`src/rtl/fir_regs.svh`:
```
`ifndef FIR_REGS_SVH
`define FIR_REGS_SVH

// Word widths
`define FIR_SAMPLE_W 16
`define FIR_COEF_W 16
`define FIR_ACC_W 40

// Default tap count and input buffer depth
`define FIR_TAPS 8
`define FIR_FIFO_DEPTH 32

// Timing: multiply-accumulate time and system clock period in ns
`define FIR_MAC_TIME_NS 25
`define FIR_CLK_PERIOD_NS 100
// Least time, rounded up to whole cycles, never below one
`define FIR_MAC_TIME_CYC (((`FIR_MAC_TIME_NS + `FIR_CLK_PERIOD_NS - 1) / `FIR_CLK_PERIOD_NS) < 1 ? 1 : \
    ((`FIR_MAC_TIME_NS + `FIR_CLK_PERIOD_NS - 1) / `FIR_CLK_PERIOD_NS))

// Reset value of every data and coefficient stage
`define FIR_STAGE_RST 16'h0000

`endif

```
`src/rtl/fir_pkg.sv`:
```
`include "fir_regs.svh"

package fir_pkg;

    typedef logic signed [`FIR_SAMPLE_W-1:0] sample_t;
    typedef logic signed [`FIR_COEF_W-1:0] coef_t;
    typedef logic signed [`FIR_ACC_W-1:0] acc_t;

    typedef enum logic [1:0] {
        ST_WAIT = 2'b01,
        ST_RING = 2'b10
    } seq_state_t;

endpackage : fir_pkg

```
`src/rtl/fir_links.sv`:
```
`timescale 1ns/1ps
`default_nettype none

// Sample stream from the input buffer to the sequencer
interface sample_stream_if #(parameter int W = 16) ();
    logic [W-1:0] data;
    logic valid;
    logic ready;
    modport src (output data, output valid, input ready);
    modport snk (input data, input valid, output ready);
endinterface : sample_stream_if

// Operand bundle from the sequencer to the multiply-accumulate unit
interface mac_op_if #(parameter int XW = 16, parameter int YW = 16) ();
    logic [XW-1:0] x;
    logic [YW-1:0] y;
    logic go;
    logic keep;
    logic last;
    modport drv (output x, output y, output go, output keep, output last);
    modport mac (input x, input y, input go, input keep, input last);
endinterface : mac_op_if

`default_nettype wire

```
`src/rtl/fir_transversal_mac_sequencer.sv`:
```
`timescale 1ns/1ps
`default_nettype none
`include "fir_regs.svh"

module fir_transversal_mac_sequencer #(
    parameter int TAPS = `FIR_TAPS,
    parameter int FIFO_DEPTH = `FIR_FIFO_DEPTH
) (
    input wire logic CLK_SYS,
    input wire logic SRST,
    input wire fir_pkg::sample_t SAMPLE_IN,
    input wire logic SAMPLE_VALID,
    output logic SAMPLE_READY,
    input wire fir_pkg::coef_t COEF_IN,
    input wire logic COEF_LOAD,
    output fir_pkg::acc_t RESULT,
    output logic RESULT_VALID
);
    import fir_pkg::*;

    localparam int RING = TAPS - 1;
    localparam int PW = $clog2(TAPS);

    generate
        if (TAPS < 2)
        begin : g_bad_taps
            $error("filter needs at least two taps");
        end
        if (`FIR_CLK_PERIOD_NS < `FIR_MAC_TIME_NS || `FIR_MAC_TIME_CYC != 1)
        begin : g_bad_clock
            $error("clock period shorter than the multiply-accumulate time");
        end
        if (FIFO_DEPTH < 2 || (1 << $clog2(FIFO_DEPTH)) != FIFO_DEPTH)
        begin : g_bad_depth
            $error("input buffer depth must be a power of two of at least 2");
        end
        if (`FIR_ACC_W < `FIR_SAMPLE_W + `FIR_COEF_W + $clog2(TAPS))
        begin : g_bad_acc
            $error("accumulator too narrow for the tap count");
        end
    endgenerate

    sample_stream_if #(.W(`FIR_SAMPLE_W)) fifo_out ();
    mac_op_if #(.XW(`FIR_SAMPLE_W), .YW(`FIR_COEF_W)) op ();

    // Input buffer; its ready reaches the source as back-pressure
    sample_fifo #(
        .W(`FIR_SAMPLE_W),
        .DEPTH(FIFO_DEPTH)
    ) u_fifo (
        .clk(CLK_SYS),
        .srst(SRST),
        .wr_data(SAMPLE_IN),
        .wr_valid(SAMPLE_VALID),
        .wr_ready(SAMPLE_READY),
        .rd(fifo_out.src)
    );

    // The single multiply-accumulate unit does every product and sum
    mac_unit #(
        .XW(`FIR_SAMPLE_W),
        .YW(`FIR_COEF_W),
        .AW(`FIR_ACC_W)
    ) u_mac (
        .clk(CLK_SYS),
        .srst(SRST),
        .op(op.mac),
        .result(RESULT),
        .result_valid(RESULT_VALID)
    );

    seq_state_t state_ff;
    logic [PW-1:0] phase_ff;
    sample_t data_ring_ff [RING];
    coef_t coef_ring_ff [TAPS];
    sample_t x_ff;
    coef_t y_ff;
    logic go_ff;
    logic keep_ff;
    logic last_ff;
    logic start;
    logic step;
    logic coef_shift;
    logic cycle_end;

    // Sequence controller
    assign start = (state_ff == ST_WAIT) && fifo_out.valid && !COEF_LOAD;
    assign step = start || (state_ff == ST_RING);
    assign coef_shift = (state_ff == ST_WAIT) && COEF_LOAD;
    assign cycle_end = (state_ff == ST_RING) && (phase_ff == PW'(TAPS - 1));
    assign fifo_out.ready = start;

    always_ff @(posedge CLK_SYS)
    begin
        if (SRST)
        begin
            state_ff <= ST_WAIT;
            phase_ff <= '0;
        end
        else
        begin
            unique case (state_ff)
                ST_WAIT:
                begin
                    if (start)
                    begin
                        state_ff <= ST_RING;
                        phase_ff <= PW'(1);
                    end
                end
                ST_RING:
                begin
                    if (cycle_end)
                    begin
                        state_ff <= ST_WAIT;
                        phase_ff <= '0;
                    end
                    else
                        phase_ff <= phase_ff + PW'(1);
                end
                default:
                begin
                    state_ff <= ST_WAIT;
                    phase_ff <= '0;
                end
            endcase
        end
    end

    // Data ring: entry takes the new sample on the first clock, else the last stage
    always_ff @(posedge CLK_SYS)
    begin
        if (SRST)
            data_ring_ff[0] <= `FIR_STAGE_RST;
        else if (step)
            data_ring_ff[0] <= start ? sample_t'(fifo_out.data) : data_ring_ff[RING-1];
    end

    // Coefficient ring: closed on every step, preload shifts words in while waiting
    always_ff @(posedge CLK_SYS)
    begin
        if (SRST)
            coef_ring_ff[0] <= `FIR_STAGE_RST;
        else if (coef_shift)
            coef_ring_ff[0] <= COEF_IN;
        else if (step)
            coef_ring_ff[0] <= coef_ring_ff[TAPS-1];
    end

    generate
        for (genvar i = 1; i < TAPS; i++)
        begin : g_stage
            if (i < RING)
            begin : g_data
                always_ff @(posedge CLK_SYS)
                begin
                    if (SRST)
                        data_ring_ff[i] <= `FIR_STAGE_RST;
                    else if (step)
                        data_ring_ff[i] <= data_ring_ff[i-1];
                end
            end
            always_ff @(posedge CLK_SYS)
            begin
                if (SRST)
                    coef_ring_ff[i] <= `FIR_STAGE_RST;
                else if (step || coef_shift)
                    coef_ring_ff[i] <= coef_ring_ff[i-1];
            end
        end
    endgenerate

    // Operand registers: last stages feed the multiplier
    always_ff @(posedge CLK_SYS)
    begin
        if (SRST)
        begin
            x_ff <= `FIR_STAGE_RST;
            y_ff <= `FIR_STAGE_RST;
        end
        else if (step)
        begin
            x_ff <= data_ring_ff[RING-1];
            y_ff <= coef_ring_ff[TAPS-1];
        end
    end

    // MAC controls follow the sequencer one clock later
    always_ff @(posedge CLK_SYS)
    begin
        if (SRST)
        begin
            go_ff <= 1'b0;
            keep_ff <= 1'b0;
            last_ff <= 1'b0;
        end
        else
        begin
            go_ff <= step;
            keep_ff <= step && !start;
            last_ff <= cycle_end;
        end
    end

    assign op.x = x_ff;
    assign op.y = y_ff;
    assign op.go = go_ff;
    assign op.keep = keep_ff;
    assign op.last = last_ff;

    // Clocks since the last output, saturating, for the spacing check
    logic [PW:0] gap_ff;
    always_ff @(posedge CLK_SYS)
    begin
        if (SRST)
            gap_ff <= '1;
        else if (RESULT_VALID)
            gap_ff <= (PW+1)'(1);
        else if (gap_ff != '1)
            gap_ff <= gap_ff + (PW+1)'(1);
    end
endmodule : fir_transversal_mac_sequencer

`default_nettype wire

```
`src/rtl/sample_fifo.sv`:
```
`timescale 1ns/1ps
`default_nettype none

module sample_fifo #(
    parameter int W = 16,
    parameter int DEPTH = 32
) (
    input wire logic clk,
    input wire logic srst,
    input wire logic [W-1:0] wr_data,
    input wire logic wr_valid,
    output logic wr_ready,
    sample_stream_if.src rd
);
    localparam int AW = $clog2(DEPTH);

    generate
        if (DEPTH < 2 || (1 << AW) != DEPTH)
        begin : g_bad_depth
            $error("sample_fifo depth must be a power of two of at least 2");
        end
    endgenerate

    logic [W-1:0] mem [DEPTH];
    logic [AW-1:0] wr_ptr_ff;
    logic [AW-1:0] rd_ptr_ff;
    logic [AW:0] count_ff;
    logic [AW:0] nxt_count;
    logic ready_ff;
    logic push;
    logic pop;

    assign push = wr_valid && ready_ff;
    assign pop = rd.valid && rd.ready;
    assign wr_ready = ready_ff;
    assign rd.valid = (count_ff != '0);
    assign rd.data = mem[rd_ptr_ff];

    always_comb
    begin
        nxt_count = count_ff;
        if (push && !pop)
            nxt_count = count_ff + (AW+1)'(1);
        else if (pop && !push)
            nxt_count = count_ff - (AW+1)'(1);
    end

    // Storage
    always_ff @(posedge clk)
    begin
        if (push)
            mem[wr_ptr_ff] <= wr_data;
    end

    // Pointers, fill level and registered ready
    always_ff @(posedge clk)
    begin
        if (srst)
        begin
            wr_ptr_ff <= '0;
            rd_ptr_ff <= '0;
            count_ff <= '0;
            ready_ff <= 1'b0;
        end
        else
        begin
            if (push)
                wr_ptr_ff <= wr_ptr_ff + AW'(1);
            if (pop)
                rd_ptr_ff <= rd_ptr_ff + AW'(1);
            count_ff <= nxt_count;
            ready_ff <= (nxt_count != (AW+1)'(DEPTH));
        end
    end

endmodule : sample_fifo

`default_nettype wire

```
`src/rtl/mac_unit.sv`:
```
`timescale 1ns/1ps
`default_nettype none

module mac_unit #(
    parameter int XW = 16,
    parameter int YW = 16,
    parameter int AW = 40
) (
    input wire logic clk,
    input wire logic srst,
    mac_op_if.mac op,
    output logic [AW-1:0] result,
    output logic result_valid
);
    generate
        if (AW < XW + YW)
        begin : g_bad_acc
            $error("mac_unit accumulator narrower than a full product");
        end
    endgenerate

    logic signed [XW+YW-1:0] prod;
    logic signed [AW-1:0] prod_ext;
    logic signed [AW-1:0] acc_ff;
    logic signed [AW-1:0] nxt_acc;
    logic [AW-1:0] result_ff;
    logic done_ff;

    assign prod = $signed(op.x) * $signed(op.y);
    assign prod_ext = AW'(prod);
    // Restart from the product or add onto the running sum
    assign nxt_acc = op.keep ? acc_ff + prod_ext : prod_ext;
    assign result = result_ff;
    assign result_valid = done_ff;

    always_ff @(posedge clk)
    begin
        if (srst)
            acc_ff <= '0;
        else if (op.go)
            acc_ff <= nxt_acc;
    end

    // Completed sum is latched on the last product of a filter cycle
    always_ff @(posedge clk)
    begin
        if (srst)
        begin
            result_ff <= '0;
            done_ff <= 1'b0;
        end
        else
        begin
            done_ff <= op.go && op.last;
            if (op.go && op.last)
                result_ff <= nxt_acc;
        end
    end
endmodule : mac_unit

`default_nettype wire

```
`config.mk`:
```
export PLATFORM = sky130hd
export DESIGN_NAME = fir_transversal_mac_sequencer
export DESIGN_NICKNAME = d
export VERILOG_FILES = /design/src/rtl/fir_pkg.sv /design/src/rtl/fir_links.sv /design/src/rtl/fir_transversal_mac_sequencer.sv /design/src/rtl/sample_fifo.sv /design/src/rtl/mac_unit.sv
export VERILOG_INCLUDE_DIRS = /design/src /design/src/rtl
export SDC_FILE = /design/constraint.sdc
export NUM_CORES = 2
export LEC_CHECK = 0
export BUFFER_PORTS_ARGS = -buffer_cell sky130_fd_sc_hd__buf_2
export CORE_MARGIN = 2
export CORE_UTILIZATION = 68
export DETAILED_ROUTE_END_ITERATION = 10
export GPL_TIMING_DRIVEN = 1
export PLACE_DENSITY = 0.85
export SLEW_MARGIN = 40
export SYNTH_ARGS = -nofsm -noshare
export SYNTH_HDL_FRONTEND = slang
export SYNTH_SLANG_ARGS = --single-unit
```
`constraint.sdc`:
```
create_clock -name CLK_SYS -period 21.9 [get_ports CLK_SYS]
set_input_delay 0 -clock CLK_SYS [delete_from_list [all_inputs] [get_ports CLK_SYS]]
set_output_delay 0 -clock CLK_SYS [all_outputs]
set_load 0.1 [all_outputs]
```
==> impl_results.md <==
- Setup bufs post-CTS: 0
- Synth-to-Final Area Change: 10.1%
- Initial antenna violation count: 3
- Mux cell area share after synthesis: 0.0874
- Commonest non-fill, non-tap cells in the layout: edfxtp_1, and2_1, inv_1
- Largest family of logic cells by synthesized area: adder cells
- NumNets Final: 3793
- Synth cell types: 79
- Highest Clock Rate: 0.107 GHz
- Vias in the first global route: 28.4k
- Max VDD drop: 0.128 mV
- Simple-gate share of the synthesized area: 0.0909
- Vias/cell: 6.45
- WHS Path Cells: 5
- Initial DRC Count: 2816
- DIE WIDTH: 264 um
- # DRC: 0
- Post-synthesis average cell area: 14.0 um^2
- Estimated wirelength of the detail-placed design: 67.1 mm
- Post-synth top area share: 0.492
- Outcome: completed
- Post-Synth XOR/XNOR Area: 0.0154
- Synth Area in Compound Gates: 0.0601
- R2r setup slk: 12.58 ns
- Startpoint types: register
- Reg2reg end: u_mac.acc_ff[39]
- H-tree depth: 3
- Rows: 95
- Synth Net Count: 3717
- Max Cap Viol: 0
- CTS Sinks: 895
- Area of the core: 0.0670 mm^2
- I/O pins: 78
- Pleak: 19.4 nW
- Gr ovfl total: 0
- Part of the cycle the worst path needs: 0.426
- Worst Clk Skew: 0.0552 ns
- First-pass GRT wire length: 171 mm
- Endpoints failing hold: 0
- Post-synth EDFFs: 752
- Hold Startpoint: COEF_LOAD
- CTS Root Cell: clkbuf_16
- Period minus WS final: 9.32 ns
- Final setup fails: 0
- Post-layout util: 0.754
- Via Count: 27.8k
- Initial Util: 0.685
- Port-buffer cells: 77
- Wire per inst: 26.0 um
- CP arrival: 9.84 ns
- TNS Setup: 0 ns
- Proportion of layout cells with a drive suffix above 1: 0.135
- Netlist Area Pre-Place: 0.0459 mm^2
- Relative slew slack: 0.418
- Antenna-violating nets left: 0
- Yosys top cell by area: edfxtp_1
- Most area-consuming cells after synthesis: edfxtp_1, fa_1, mux4_2, dfxtp_1, and2_1
- Final Max Slew Viols: 0
- Async set-reset flop share out of synthesis: 0
- Die Y: 264 um
- Ys Warns: 0
- Worst hold path type: in2reg
- Actual slew at the worst max-slew pin: 0.873 ns
- CTS Buf Count: 87
- Post-cts sizing count: 0
- Pre-antenna DRT Iters: 6
- Mapped Cells: 3281
- Die area: 0.0696 mm^2
- Worst EP required: 22.42 ns
- Most common cell after layout, fill and taps aside: edfxtp_1
- Critical path endpoint category: register
- Clk pin slew, worst setup/hold paths: 0.06 ns
- CTS max path bufs: 3
- Setup Crit Path Kind: reg2reg
- TritonCTS clock tree: done
- Routability congestion estimate from global placement: 0.958
- Synth Flop Type: edfxtp_1
- R2R depth: 27
- Sequential fraction of the synthesis area: 0.554
- Unrepaired setup endpoints after global routing: false
- Largest net degree at the start of global routing: 130
- Clk_lat worst skew: 0.68 ns
- Post-Synth Adder-Cell Area: 0.152
- DRT Wirelength: 112 mm
- Worst Path Max Fanout: 17
- Reg-to-Reg Start: op.x[15]
- PD cells: 103 mW/mm^2
- Seq cells post-synth: 895
- Total GRT Usage: 0.329
[layout make-up]
type | instances | area (um^2)
fillers | 3859 | 16500
clock inverters | 53 | 646
inverters | 308 | 1160
repair buffers | 153 | 1090
well taps | 873 | 1090
multi-input cells | 1912 | 18800
flip-flops and latches | 895 | 25500
clock buffers | 109 | 2320
diodes | 1 | 2.50
[report_power, final]
part	internal, mW	switching [mW]
sequential	2.14	0.196
combinational	0.535	0.781
clock	0.884	0.677
total	3.56	1.65
[sequential cells by signal, summed over array words and instances, names as in the netlist, 2 cells and up, named ones only]
| name | cells |
|---|---|
| u_fifo.mem | 512 |
| coef_ring_ff | 128 |
| data_ring_ff | 112 |
| u_mac.acc_ff | 40 |
| u_mac.result | 40 |
| op.x | 16 |
| op.y | 16 |
| u_fifo.count_ff | 6 |
| u_fifo.rd_ptr_ff | 5 |
| u_fifo.wr_ptr_ff | 5 |
| phase_ff | 3 |
| state_ff | 2 |
[how the worst max path moves through the flow]
stage	start	to	slack [ns]
finish	op.x[15]	u_mac.acc_ff[39]	12.58
global placement	op.x[15]	u_mac.acc_ff[39]	12.86
floorplan	op.x[15]	u_mac.acc_ff[39]	13.40
detailed placement	op.x[15]	u_mac.acc_ff[39]	12.51
CTS	op.y[1]	u_mac.acc_ff[39]	12.46
global route	op.x[15]	u_mac.acc_ff[39]	12.05
[Yosys cell counts (6+ instances only)]
cell type / number
a211oi_1: 64
a21o_1: 23
a21oi_1: 118
a22o_1: 47
a31oi_1: 16
and2_1: 342
and3_1: 6
buf_1: 8
buf_2: 21
clkbuf_1: 132
dfxtp_1: 143
edfxtp_1: 752
fa_1: 263
ha_1: 137
inv_1: 307
mux2i_1: 40
mux4_2: 160
nand2_1: 200
nand2b_1: 10
nand3_1: 29
nand4_1: 12
nor2_1: 171
nor3_1: 23
nor4_1: 6
o211ai_1: 8
o21a_1: 9
o21ai_0: 55
o21ai_1: 6
o21bai_1: 7
o22ai_1: 6
or3_1: 6
xnor2_1: 56
xor2_1: 23
[cell families after synthesis]
kind of cell / after synthesis
buffers and inverters: 474
adder cells (fa/ha/maj): 400
flip-flops: 895
AND/OR/NAND/NOR: 823
XOR/XNOR: 80
AO/OA/AOI/OAI: 408
multiplexers: 201
[per-layer routing]
metal  vias up  wire, um  track usage  share of wire
met5         -        24            0        0.00021
met4         4      6450        0.167          0.058
met3       342      8630       0.0508          0.077
met2      1566     57500        0.560           0.51
met1     14000     39400        0.417           0.35
li1      11800         -            -              -
[worst max-delay path, stage by stage (launching register included)]
cell,delay (ns)
dfxtp_1,0.69
nand2_1,0.20
inv_1,0.17
fa_1,0.55
fa_1,0.93
fa_1,0.56
fa_1,0.48
fa_1,0.53
inv_1,0.06
fa_1,0.47
inv_1,0.04
ha_1,0.43
nand3_1,0.16
or3_1,0.41
a2111oi_2,0.36
a211oi_2,0.14
o21ai_2,0.27
xnor2_4,0.27
ha_1,0.40
a21o_1,0.24
a221o_1,0.35
a21oi_1,0.15
o21ai_1,0.10
or3_1,0.32
a31oi_2,0.17
nor4_1,0.10
or4b_1,0.54
o311ai_1,0.10
[through the flow]
step                      std cells  power (mW)  hold WS (ns)  worst slack (ns)  instance area (um^2)
final                          4304        5.22        0.0450             12.58                 50600
after floorplan                3281        3.27        0.0989             13.40                 45900
after detailed placement       4105        3.65         0.298             12.51                 47200
after CTS                      4301        5.22       0.00782             12.46                 50500
after global placement         4105        3.57         0.308             12.86                 47100
after global routing           4304        5.43         0.119             12.05                 50600
[repair_timing]
item,in CTS,in global routing
hold endpoints to repair,545,0
hold buffers,34,0
setup endpoints to repair,0,0
Note: power is estimated with default switching activity, not from simulation.
